`config.mk`:
```
export PLATFORM = sky130hd
export DESIGN_NAME = mac_12x12_accumulator
export DESIGN_NICKNAME = d
export VERILOG_FILES = /design/src/mac_pkg.sv /design/src/mac_op_if.sv /design/src/mac_12x12_accumulator.sv /design/src/mac_arith.sv /design/src/mac_sync.sv
export SDC_FILE = /design/constraint.sdc
export NUM_CORES = 1
export LEC_CHECK = 0
export BUFFER_PORTS_ARGS = -buffer_cell sky130_fd_sc_hd__buf_2
export CAP_MARGIN = 25
export CELL_PAD_IN_SITES_DETAIL_PLACEMENT = 2
export CELL_PAD_IN_SITES_GLOBAL_PLACEMENT = 2
export CORE_UTILIZATION = 41
export CTS_CLUSTER_DIAMETER = 50
export DETAILED_ROUTE_END_ITERATION = 8
export PLACE_DENSITY = 0.93
export SLEW_MARGIN = 20
export SYNTH_ARGS = -nofsm -noshare
export SYNTH_HDL_FRONTEND = slang
export SYNTH_SLANG_ARGS = --single-unit
```
`constraint.sdc`:
```
create_clock -name i_clock -period 23.3 [get_ports i_clock]
set_clock_uncertainty 0.15 [all_clocks]
set_input_delay 1.165 -clock i_clock [delete_from_list [all_inputs] [get_ports i_clock]]
set_output_delay 1.165 -clock i_clock [all_outputs]
set_load 0.005 [all_outputs]
```
`src/mac_pkg.sv`:
```
// Shared constants for the 12x12 multiplier-accumulator
`default_nettype none
package mac_pkg;
    localparam int OPERAND_W = 12;
    localparam int PRODUCT_W = 24;
    localparam int RESULT_W  = 27;
    localparam int GUARD_W   = 3;
    localparam int UPPER_W   = 12;
    localparam int LOWER_W   = 12;
    // Section positions inside the result word
    localparam int LOWER_LSB = 0;
    localparam int UPPER_LSB = 12;
    localparam int GUARD_LSB = 24;
    // Rounding adds one at the top bit of the lower section
    localparam int ROUND_BIT = 11;
    // Synchroniser depth for pin clocks
    localparam int SYNC_DEPTH = 3;
    localparam logic [RESULT_W-1:0] RESULT_RESET = 27'h0000000;
    localparam logic [RESULT_W-1:0] ROUND_ADD    = 27'h0000800;
endpackage
`default_nettype wire

```
`src/mac_op_if.sv`:
```
// Operand and control bundle between capture and arithmetic stages
`timescale 1ns/10ps
`default_nettype none
interface mac_op_if;
    logic [mac_pkg::OPERAND_W-1:0] multiplicand;
    logic [mac_pkg::OPERAND_W-1:0] multiplier;
    logic                          sum_mode;
    logic                          diff_mode;
    logic                          round_up;
    logic                          signed_mode;
    logic [mac_pkg::RESULT_W-1:0]  acc_value;
    logic [mac_pkg::RESULT_W-1:0]  next_value;
    modport capture (output multiplicand, multiplier, sum_mode, diff_mode,
                     round_up, signed_mode);
    modport arith (input multiplicand, multiplier, sum_mode, diff_mode,
                   round_up, signed_mode, acc_value, output next_value);
    modport store (input next_value, output acc_value);
endinterface
`default_nettype wire

```
`src/mac_12x12_accumulator.sv`:
```
// Top level of the 12x12 multiplier-accumulator with preload
//
// Behaviour
// [RULE1] Operand X captured on multiplicand clock rise, Y on multiplier clock rise
// [RULE2] Accumulate select high: combine register with new product
// [RULE3] Accumulate select low: product loads register directly
// [RULE4] Accumulate select registered on either input clock rise
// [RULE5] Accumulate and difference high: product minus register, stored on result clock
// [RULE6] Accumulate high, difference low: product plus register
// [RULE7] Difference select registered on either clock, ignored without accumulate
// [RULE8] Signed select picks two's complement or unsigned operands
// [RULE9] Round select adds one at lower section top bit
// [RULE10] Round select registered on either input clock rise
// [RULE11] Host holds selects stable with operand set-up and hold
// [RULE12] Preload high forces all result sections undriven
// [RULE13] Preload high: sections with disable high load from pins
// [RULE14] Host drives preload data and holds controls around result clock
// [RULE15] Disable controls act combinationally; high disables, low enables
// [RULE16] Preload low, disable low: section drives register contents
// [RULE17] Result register loads computed value every result clock rise
// [RULE18] Result split into 3 guard, 12 upper, 12 lower bits
// [RULE19] Signed multiply sign-extends; -1 times -1 gives plus one
// [RULE20] Accumulation is full 27 bits with three guard bits
// [RULE21] Unsigned multiply zero-extends; accumulation wraps modulo 2^27
// [RULE22] Product uses operands and selects from latest input clock edges
`timescale 1ns/10ps
`default_nettype none
module mac_12x12_accumulator
#(
    parameter int OPERAND_W = mac_pkg::OPERAND_W
)
(
    // System clock and reset
    input  wire logic                         i_clock,
    input  wire logic                         i_rst_b,
    // Pin clocks, sampled in the system clock domain
    input  wire logic                         i_multiplicand_clock,
    input  wire logic                         i_multiplier_clock,
    input  wire logic                         i_result_clock,
    // Operands
    input  wire logic [OPERAND_W-1:0]         i_multiplicand,
    input  wire logic [OPERAND_W-1:0]         i_multiplier,
    // Operation selects
    input  wire logic                         i_sum_mode_select,
    input  wire logic                         i_diff_select,
    input  wire logic                         i_round_up_select,
    input  wire logic                         i_signed_select,
    // Output section controls
    input  wire logic                         i_pin_load_mode,
    input  wire logic                         i_guard_out_disable,
    input  wire logic                         i_upper_out_disable,
    input  wire logic                         i_lower_out_disable,
    // Result pins, split into input, output and enable (low = driving)
    input  wire logic [mac_pkg::RESULT_W-1:0] i_result_pins,
    output logic      [mac_pkg::RESULT_W-1:0] o_result,
    output logic      [mac_pkg::RESULT_W-1:0] o_result_oe_b
);
    mac_op_if op ();

    typedef logic [mac_pkg::RESULT_W-1:0] result_t;

    logic                         x_rise;
    logic                         y_rise;
    logic                         p_rise;
    logic                         any_in_rise;
    logic [OPERAND_W-1:0]         x_reg;
    logic [OPERAND_W-1:0]         y_reg;
    logic                         sum_reg;
    logic                         diff_reg;
    logic                         round_reg;
    logic                         signed_reg;
    logic [mac_pkg::RESULT_W-1:0] result_reg;
    logic [mac_pkg::RESULT_W-1:0] result_next;
    logic [mac_pkg::RESULT_W-1:0] load_mask;
    logic                         guard_drive;
    logic                         upper_drive;
    logic                         lower_drive;
    result_t                      check_prod;
    logic [mac_pkg::GUARD_W:0]    sign_top;

    // Edge detection of the three pin clocks
    mac_sync u_sync_x
    (
        .i_clock (i_clock),
        .i_rst_b (i_rst_b),
        .i_pin   (i_multiplicand_clock),
        .o_level (),
        .o_rise  (x_rise)
    );
    mac_sync u_sync_y
    (
        .i_clock (i_clock),
        .i_rst_b (i_rst_b),
        .i_pin   (i_multiplier_clock),
        .o_level (),
        .o_rise  (y_rise)
    );
    mac_sync u_sync_p
    (
        .i_clock (i_clock),
        .i_rst_b (i_rst_b),
        .i_pin   (i_result_clock),
        .o_level (),
        .o_rise  (p_rise)
    );

    assign any_in_rise = x_rise | y_rise;

    // Operand registers; data sampled late, so host must hold it [RULE11]
    always_ff @(posedge i_clock or negedge i_rst_b)
    begin
        if (!i_rst_b)
        begin
            x_reg <= '0;
            y_reg <= '0;
        end
        else
        begin
            if (x_rise)
                x_reg <= i_multiplicand;   // [RULE1]
            if (y_rise)
                y_reg <= i_multiplier;     // [RULE1]
        end
    end

    // Selects load on either input clock rise [RULE4] [RULE7] [RULE10]
    always_ff @(posedge i_clock or negedge i_rst_b)
    begin
        if (!i_rst_b)
        begin
            sum_reg    <= 1'b0;
            diff_reg   <= 1'b0;
            round_reg  <= 1'b0;
            signed_reg <= 1'b0;
        end
        else if (any_in_rise)
        begin
            sum_reg    <= i_sum_mode_select;
            diff_reg   <= i_diff_select;
            round_reg  <= i_round_up_select;
            signed_reg <= i_signed_select;
        end
    end

    // Arithmetic sees latest registered operands and selects [RULE22]
    assign op.multiplicand = x_reg;
    assign op.multiplier   = y_reg;
    assign op.sum_mode     = sum_reg;
    assign op.diff_mode    = diff_reg;
    assign op.round_up     = round_reg;
    assign op.signed_mode  = signed_reg;
    assign op.acc_value    = result_reg;

    mac_arith u_arith
    (
        .op (op)
    );

    // Per-bit preload mask from the section controls [RULE13] [RULE18]
    function automatic logic [mac_pkg::RESULT_W-1:0] section_mask
    (
        input logic g,
        input logic u,
        input logic l
    );
        section_mask = {{mac_pkg::GUARD_W{g}}, {mac_pkg::UPPER_W{u}},
                        {mac_pkg::LOWER_W{l}}};
    endfunction

    assign load_mask = section_mask(i_guard_out_disable,
                                    i_upper_out_disable,
                                    i_lower_out_disable);

    // Preload merges pins into sections with disable high, keeps the rest
    assign result_next = i_pin_load_mode
        ? ((i_result_pins & load_mask) | (result_reg & ~load_mask)) // [RULE13]
        : op.next_value;                                            // [RULE17]

    // Result register, updated only on result clock rise [RULE5] [RULE17]
    always_ff @(posedge i_clock or negedge i_rst_b)
    begin
        if (!i_rst_b)
            result_reg <= mac_pkg::RESULT_RESET;
        else if (p_rise)
            result_reg <= result_next;
    end

    // Unregistered drive enables; preload overrides everything
    assign guard_drive = ~i_pin_load_mode & ~i_guard_out_disable; // [RULE12] [RULE15]
    assign upper_drive = ~i_pin_load_mode & ~i_upper_out_disable; // [RULE12] [RULE15]
    assign lower_drive = ~i_pin_load_mode & ~i_lower_out_disable; // [RULE12] [RULE15]

    // Data always shows the register; enable low means driving [RULE16]
    assign o_result      = result_reg;
    assign o_result_oe_b = ~section_mask(guard_drive, upper_drive,
                                         lower_drive);           // [RULE18]

    // Checker-only product, formed apart from the arithmetic stage so a
    // fault in its operand extension cannot hide behind itself
    assign check_prod = signed_reg
        ? result_t'($signed(x_reg)) * result_t'($signed(y_reg)) // [RULE8]
        : result_t'(x_reg) * result_t'(y_reg);                  // [RULE8]
    assign sign_top   = result_reg[mac_pkg::RESULT_W-1 -: mac_pkg::GUARD_W+1];

    // Drive enable checks, all combinational
    chk_preload_hiz: assert property ( // [RULE12]
        @(posedge i_clock) disable iff (!i_rst_b)
        i_pin_load_mode |-> (&o_result_oe_b))
        else $error("preload did not release result pins");

    chk_lower_enable: assert property ( // [RULE15]
        @(posedge i_clock) disable iff (!i_rst_b)
        (!i_pin_load_mode && !i_lower_out_disable)
        |-> o_result_oe_b[mac_pkg::LOWER_LSB] == 1'h0)
        else $error("lower section not driven when enabled");

    chk_upper_enable: assert property ( // [RULE16]
        @(posedge i_clock) disable iff (!i_rst_b)
        (!i_pin_load_mode && !i_upper_out_disable)
        |-> o_result_oe_b[mac_pkg::UPPER_LSB] == 1'h0)
        else $error("upper section not driven when enabled");

    chk_guard_enable: assert property ( // [RULE15]
        @(posedge i_clock) disable iff (!i_rst_b)
        (!i_pin_load_mode && !i_guard_out_disable)
        |-> o_result_oe_b[mac_pkg::GUARD_LSB] == 1'h0)
        else $error("guard section not driven when enabled");

    chk_guard_disable: assert property ( // [RULE15]
        @(posedge i_clock) disable iff (!i_rst_b)
        i_guard_out_disable |-> o_result_oe_b[mac_pkg::GUARD_LSB])
        else $error("guard section driven while disabled");

    chk_upper_disable: assert property ( // [RULE15]
        @(posedge i_clock) disable iff (!i_rst_b)
        i_upper_out_disable |-> o_result_oe_b[mac_pkg::UPPER_LSB])
        else $error("upper section driven while disabled");

    chk_lower_disable: assert property ( // [RULE15]
        @(posedge i_clock) disable iff (!i_rst_b)
        i_lower_out_disable |-> o_result_oe_b[mac_pkg::LOWER_LSB])
        else $error("lower section driven while disabled");

    // Result register checks; all but the hold and extension checks use the checker-only product
    chk_hold_no_clock: assert property ( // [RULE17]
        @(posedge i_clock) disable iff (!i_rst_b)
        !p_rise |=> $stable(result_reg))
        else $error("result changed without result clock");

    chk_multiply_load: assert property ( // [RULE3]
        @(posedge i_clock) disable iff (!i_rst_b)
        (p_rise && !i_pin_load_mode && !sum_reg && !round_reg)
        |=> result_reg == $past(check_prod))
        else $error("plain product not loaded");

    chk_sum_add: assert property ( // [RULE6]
        @(posedge i_clock) disable iff (!i_rst_b)
        (p_rise && !i_pin_load_mode && sum_reg && !diff_reg && !round_reg)
        |=> result_reg == $past(check_prod) + $past(result_reg))
        else $error("accumulate result not stored");

    chk_sum_sub: assert property ( // [RULE5]
        @(posedge i_clock) disable iff (!i_rst_b)
        (p_rise && !i_pin_load_mode && sum_reg && diff_reg && !round_reg)
        |=> result_reg == $past(check_prod) - $past(result_reg))
        else $error("difference result not stored");

    chk_diff_ignored: assert property ( // [RULE7]
        @(posedge i_clock) disable iff (!i_rst_b)
        (p_rise && !i_pin_load_mode && !sum_reg && diff_reg && !round_reg)
        |=> result_reg == $past(check_prod))
        else $error("difference applied without accumulate");

    chk_round_add: assert property ( // [RULE9]
        @(posedge i_clock) disable iff (!i_rst_b)
        (p_rise && !i_pin_load_mode && !sum_reg && round_reg)
        |=> result_reg == $past(check_prod) + mac_pkg::ROUND_ADD)
        else $error("rounded product not stored");

    chk_sign_extend: assert property ( // [RULE19]
        @(posedge i_clock) disable iff (!i_rst_b)
        (p_rise && !i_pin_load_mode && !sum_reg && !round_reg && signed_reg)
        |=> (&sign_top) || !(|sign_top))
        else $error("signed product not sign extended");

    chk_unsigned_guard: assert property ( // [RULE21]
        @(posedge i_clock) disable iff (!i_rst_b)
        (p_rise && !i_pin_load_mode && !sum_reg && !round_reg
         && !signed_reg)
        |=> result_reg[mac_pkg::GUARD_LSB +: mac_pkg::GUARD_W] == '0)
        else $error("unsigned product guard bits not zero");

    // Preload checks, load for every section, keep for upper and lower only
    chk_preload_keep: assert property ( // [RULE13]
        @(posedge i_clock) disable iff (!i_rst_b)
        (p_rise && i_pin_load_mode && !i_upper_out_disable)
        |=> result_reg[mac_pkg::UPPER_LSB +: mac_pkg::UPPER_W]
            == $past(result_reg[mac_pkg::UPPER_LSB +: mac_pkg::UPPER_W]))
        else $error("unselected section changed in preload");

    chk_preload_load: assert property ( // [RULE13]
        @(posedge i_clock) disable iff (!i_rst_b)
        (p_rise && i_pin_load_mode && i_lower_out_disable)
        |=> result_reg[mac_pkg::LOWER_LSB +: mac_pkg::LOWER_W]
            == $past(i_result_pins[mac_pkg::LOWER_LSB +: mac_pkg::LOWER_W]))
        else $error("selected section not preloaded");

    chk_preload_upper: assert property ( // [RULE13]
        @(posedge i_clock) disable iff (!i_rst_b)
        (p_rise && i_pin_load_mode && i_upper_out_disable)
        |=> result_reg[mac_pkg::UPPER_LSB +: mac_pkg::UPPER_W]
            == $past(i_result_pins[mac_pkg::UPPER_LSB +: mac_pkg::UPPER_W]))
        else $error("upper section not preloaded");

    chk_preload_guard: assert property ( // [RULE13]
        @(posedge i_clock) disable iff (!i_rst_b)
        (p_rise && i_pin_load_mode && i_guard_out_disable)
        |=> result_reg[mac_pkg::GUARD_LSB +: mac_pkg::GUARD_W]
            == $past(i_result_pins[mac_pkg::GUARD_LSB +: mac_pkg::GUARD_W]))
        else $error("guard section not preloaded");

    chk_lower_keep: assert property ( // [RULE13]
        @(posedge i_clock) disable iff (!i_rst_b)
        (p_rise && i_pin_load_mode && !i_lower_out_disable)
        |=> result_reg[mac_pkg::LOWER_LSB +: mac_pkg::LOWER_W]
            == $past(result_reg[mac_pkg::LOWER_LSB +: mac_pkg::LOWER_W]))
        else $error("lower section changed in preload");

    // Capture checks on the synchronised input clock pulses
    chk_select_capture: assert property ( // [RULE4]
        @(posedge i_clock) disable iff (!i_rst_b)
        any_in_rise |=> sum_reg == $past(i_sum_mode_select)
                        && round_reg == $past(i_round_up_select))
        else $error("selects not captured on input clock");

    chk_other_selects: assert property ( // [RULE7]
        @(posedge i_clock) disable iff (!i_rst_b)
        any_in_rise |=> diff_reg == $past(i_diff_select)
                        && signed_reg == $past(i_signed_select))
        else $error("difference or signed select not captured");

    chk_operand_x: assert property ( // [RULE1]
        @(posedge i_clock) disable iff (!i_rst_b)
        x_rise |=> x_reg == $past(i_multiplicand))
        else $error("multiplicand not captured");

    chk_operand_y: assert property ( // [RULE1]
        @(posedge i_clock) disable iff (!i_rst_b)
        y_rise |=> y_reg == $past(i_multiplier))
        else $error("multiplier not captured");

    chk_select_hold: assert property ( // [RULE4]
        @(posedge i_clock) disable iff (!i_rst_b)
        !any_in_rise |=> $stable(sum_reg) && $stable(diff_reg)
                         && $stable(round_reg) && $stable(signed_reg))
        else $error("selects changed without input clock");
endmodule
`default_nettype wire

```
`src/mac_arith.sv`:
```
// Combinational product, accumulate, subtract and round stage
`timescale 1ns/10ps
`default_nettype none
module mac_arith
(
    mac_op_if.arith op
);
    typedef logic signed [mac_pkg::RESULT_W-1:0] wide_t;

    logic signed [mac_pkg::OPERAND_W:0]   x_ext;
    logic signed [mac_pkg::OPERAND_W:0]   y_ext;
    logic signed [2*mac_pkg::OPERAND_W+1:0] full_prod;
    logic [mac_pkg::RESULT_W-1:0]         prod_ext;
    logic [mac_pkg::RESULT_W-1:0]         combined;
    logic [mac_pkg::RESULT_W-1:0]         rounded;

    // One extra bit turns unsigned operands into positive signed ones [RULE8]
    assign x_ext = {op.signed_mode & op.multiplicand[mac_pkg::OPERAND_W-1],
                    op.multiplicand};
    assign y_ext = {op.signed_mode & op.multiplier[mac_pkg::OPERAND_W-1],
                    op.multiplier};
    assign full_prod = x_ext * y_ext;
    // Sign or zero extend into guard bits; -1 x -1 stays +1 [RULE19] [RULE21]
    assign prod_ext = wide_t'(full_prod);

    // Product minus register, product plus register, or plain product
    assign combined = !op.sum_mode ? prod_ext                   // [RULE3]
                    : op.diff_mode ? prod_ext - op.acc_value    // [RULE5] [RULE7]
                    : prod_ext + op.acc_value;                  // [RULE2] [RULE6] [RULE20]
    // Round adds at the lower section top bit, wraps mod 2^27 [RULE9] [RULE21]
    assign rounded = combined + (op.round_up ? mac_pkg::ROUND_ADD
                                             : mac_pkg::RESULT_RESET);
    assign op.next_value = rounded;
endmodule
`default_nettype wire

```
`src/mac_sync.sv`:
```
// Three-stage synchroniser with agreement filter for pin clocks
`timescale 1ns/10ps
`default_nettype none
module mac_sync
(
    // Clock and reset
    input  wire logic i_clock,
    input  wire logic i_rst_b,
    // Pin in, filtered level and rising pulse out
    input  wire logic i_pin,
    output logic      o_level,
    output logic      o_rise
);
    logic [mac_pkg::SYNC_DEPTH-1:0] stage_reg;
    logic                           level_reg;
    logic                           agree;

    // Stage 0 is only read by stage 1
    always_ff @(posedge i_clock or negedge i_rst_b)
    begin
        if (!i_rst_b)
        begin
            stage_reg <= '0;
            level_reg <= 1'b0;
        end
        else
        begin
            stage_reg <= {stage_reg[mac_pkg::SYNC_DEPTH-2:0], i_pin};
            if (agree)
                level_reg <= stage_reg[mac_pkg::SYNC_DEPTH-1];
        end
    end

    // A change counts once stages 1 and 2 agree
    assign agree   = stage_reg[mac_pkg::SYNC_DEPTH-2]
                     == stage_reg[mac_pkg::SYNC_DEPTH-1];
    assign o_rise  = agree & stage_reg[mac_pkg::SYNC_DEPTH-1] & ~level_reg;
    assign o_level = level_reg;
endmodule
`default_nettype wire

```
* Word level (Yosys, flattened, before mapping)
Index checks and enable logic that the tools add are counted.
** Cells by class
- Add/sub/neg operators :: 3
- Multiply operators :: 1
- Equality and inequality tests :: 3
- Mux-type cells :: 4
- Bitwise operators :: 24
** Operator list (count)
- two-way mux 27 bit :: 3
- adder 27 bit :: 2
- bitwise AND 27 bit :: 2
- inverter 27 bit :: 2
- OR 27 bit :: 1
- subtractor 27 bit :: 1
- multiplier 13 x 13 -> 26 bit :: 1
- two-way mux 12 bit :: 1
- bitwise AND 1 bit :: 11
- inverter 1 bit :: 7
- equality test 1 bit :: 3
- OR 1 bit :: 1
** Storage, ports and cells
- Bits in registers :: 67
- Input port bits :: 64
- Output and inout port bits :: 54

* Depth between registers and ports, before layout
- Word-level depth :: 7
- Depth in mapped cells :: 34

* By module
A second synthesis with hierarchy kept.
** Second synthesis, totals
- Cells, all modules :: 1315
- Area, all modules :: 12086.6 um^2
** Modules (own cells, without submodules)
- mac_arith :: instances 1, cells each 1105, area each 9066.2 um^2
- mac_12x12_accumulator :: instances 1, cells each 189, area each 2618.8 um^2
- mac_sync :: instances 3, cells each 7, area each 133.9 um^2

* Least setup slack after synthesis
OpenSTA, ideal clock, no wires.
- Path kind :: register to register
- Start point :: register x_reg[11] (netlist: op.multiplicand[11])
- End point :: register (tool-made name)
- Setup time :: 0.104 ns
- Arrival time :: 7.996 ns
- Required time :: 23.046 ns
- Path slack :: 15.050 ns
- Stages on the path, launching flop included :: 33
- Period minus slack after synthesis :: 8.250 ns
- Cells stage by stage :: dfrtp_1 > clkbuf_1 > clkbuf_1 > and2_1 > fa_1 > inv_1 > fa_1 > inv_1 > fa_1 > fa_1 > fa_1 > inv_1 > fa_1 > inv_1 > ha_1 > or2_2 > and4b_1 > o21ai_0 > nand2_1 > a31oi_1 > xnor2_1 > ha_1 > clkbuf_1 > a21oi_1 > o21ai_0 > a221o_2 > a211oi_4 > xnor2_1 > and4_2 > o2111ai_1 > nor3b_1 > xor2_1 > a221oi_1
** RTL lines
- start, declared :: RTL line mac_12x12_accumulator.sv:66 : logic [OPERAND_W-1:0] x_reg;
- start signal, assigned :: RTL line mac_12x12_accumulator.sv:120 : x_reg <= i_multiplicand;

==> results.cfg <==
[critical_path]
critPathRequiredTime_ns = 23.42
crit_path_top_delay_cell = dfrtp_1
end_kind = flop
cp_max_fo = 14
critPathLaunch = op.multiplier[11]
worstSetupStartpointType = flop
cpPeakStageDelay_ns = 0.63
crit_type = reg2reg
arrival_ns = 10.39
crit_top_cell = fa_1
r2r-start = op.multiplier[11]

[yosys]
synthDistinctLibCells = 77
synthArstFlopShare = 1.00
synth_edf_count = 0
synth_area_leaders = fa_1 (27%), dfrtp_1 (14%), ha_1 (10%)
synth_cells = 1414
ys.flop_type = dfrtp_1
syn_nets = 1740
yosysWarnings = 0
synth_top_area_share = 0.266
synth-seq-cells = 67
synth_top_area_cell = fa_1
synth.avg_cell_area_um2 = 8.69
ys_seq_area_frac = 0.136
syn-cell-area_um2 = 12300

[final_layout]
drive_gt1_frac = 0.140
syn_to_final_growth_pct = 7.44
layout_commonest_cell = inv_1
n_antenna_cell = 0
fillers = 3264
layout_common_cells = inv_1 (195), fa_1 (163), nand2_1 (156)
nets = 1784

[drt]
drt-total-wl_um = 45200
routedWlPerCell_um = 24.4
vias_per_cell = 5.67
drt_pass1_iterations = 4
route.detailed.drc = 0
antenna_left = 0
drt_iter0_drc = 581
vias = 10500

[timing]
final-hold-violation-count = 0
fin_crit_ns = 10.27
fin_crit_sh = 0.441
rsz0062_at_grt = false
fin_tns_setup_ns = 0
setup_viol = 0
slew-limit-headroom = 0.343
max_slew.worst_pin.slew_ns = 0.986
drv_slew = 0
fmax_mhz = 97.4

[clocking]
cts_buffers = 9
cts_resized = 0
cts_tree = built
h-tree-depth = 3
clk_pin_slew_ns = 0.07
cts_buffer_depth = 2
cts_setup_buffers = 0
clock_sinks = 67
hold_buffers = 0
insertion_delay_ns = 0.37
clock-root-buffer = clkbuf_16

[global_route]
overflow = 0
track_usage = 0.307
antenna_found_initial = 0
grt_pass1_wl_um = 71500
grt_pass1_vias = 12300
grt_max_degree = 68

[place]
dp_hpwl_um = 35400
gp_congestion = 0.890
numPortBuffers = 117

[floorplan]
io_pins = 118
core_area_um2 = 29600
die_area_um2 = 30700
die_x_um = 175
initial_core_util = 0.416
die_h_um = 175
rows = 63

[run]
cap_violations = 0

[status]
status = finished clean

[min_path]
hold_class = reg2reg
worstHoldStart = u_sync_p.stage_reg[0]
==> logic make-up (layout without fill, tap and decap cells) <==
group / Yosys count / count (layout) / share of synthesized area
flip-flops: 67 / 67 / 0.136
XOR/XNOR: 87 / 87 / 0.0639
AO/OA/AOI/OAI: 217 / 217 / 0.116
AND/OR/NAND/NOR: 454 / 454 / 0.179
multiplexers: 41 / 41 / 0.0369
buffers and inverters: 286 / 335 / 0.102
adder cells (fa/ha/maj): 262 / 262 / 0.367
==> cell type report <==
type                            instances  area [µm²]  share of cell area
Clock buffer                           10         229              0.0174
Clock inverter                          6        65.1             0.00493
Inverter                              195         732              0.0555
Multi-Input combinational cell       1061        9360               0.710
Sequential cell                        67        1680               0.127
Tap cell                              390         488              0.0370
Timing Repair Buffer                  124         642              0.0486
==> routing by layer <==
metal	GRT usage	wire length, µm	vias up
met5	0	0	-
met4	0.129	1760	0
met2	0.572	24200	281
li1	-	-	4652
met1	0.351	17900	5464
met3	0.0396	1340	114
==> worst max-delay path, delay by kind of cell, from the launching register on <==
kind	cells	cell delay, ns
xor gates and xnor gates	2	0.41
buffers and inverters	4	0.29
and+or+nand+nor	8	2.36
adders and majority gates	8	4.04
AOI/OAI and AO/OA	8	2.27
DFF	1	0.63
==> through the flow <==
stage               instances  hold slack, ns  utilization  setup slack [ns]  area, µm²
floorplan                1414           0.181            -             15.05      12300
finish                   1853           0.209        0.446             13.03      13200
global placement         1836           0.181        0.436             14.03      12900
detailed placement       1837           0.191        0.436             13.42      12900
global route             1853           0.218        0.446             12.41      13200
CTS                      1853           0.211        0.446             13.15      13200
==> path summary, 6_finish.rpt <==
path / slack [ns] / end / cells past startpoint
setup / recovery: 13.03 / flop / 30
hold / removal: 0.21 / u_sync_p.stage_reg[1] / 0
setup reg to reg: 13.03 / flop / 30
hold reg to reg: 0.21 / u_sync_p.stage_reg[1] / 0
max in group asynchronous: 21.52 / op.signed_mode / 2
min in group asynchronous: 0.86 / u_sync_p.stage_reg[0] / 2
==> cell usage after synthesis (all sizes together) (5+ instances only) <==
| library cell | number |
|---|---|
| dfrtp | 67 |
| and3 | 10 |
| nor4 | 9 |
| nor2 | 107 |
| a21oi | 70 |
| a31oi | 5 |
| and2 | 75 |
| nand2b | 8 |
| nor3b | 5 |
| o211ai | 5 |
| mux2 | 34 |
| fa | 163 |
| buf | 31 |
| xor2 | 22 |
| a211oi | 10 |
| xnor2 | 64 |
| nor3 | 19 |
| clkbuf | 59 |
| o21a | 6 |
| or2 | 9 |
| or3 | 6 |
| inv | 195 |
| nor2b | 12 |
| a21o | 10 |
| nand3 | 21 |
| o21ai | 56 |
| ha | 99 |
| o22ai | 5 |
| a221oi | 17 |
| mux2i | 7 |
| nand2 | 156 |
Power is left out: the tool's default activity adds up to more than one toggle a clock period on the data nets, which glitch-free logic cannot reach.
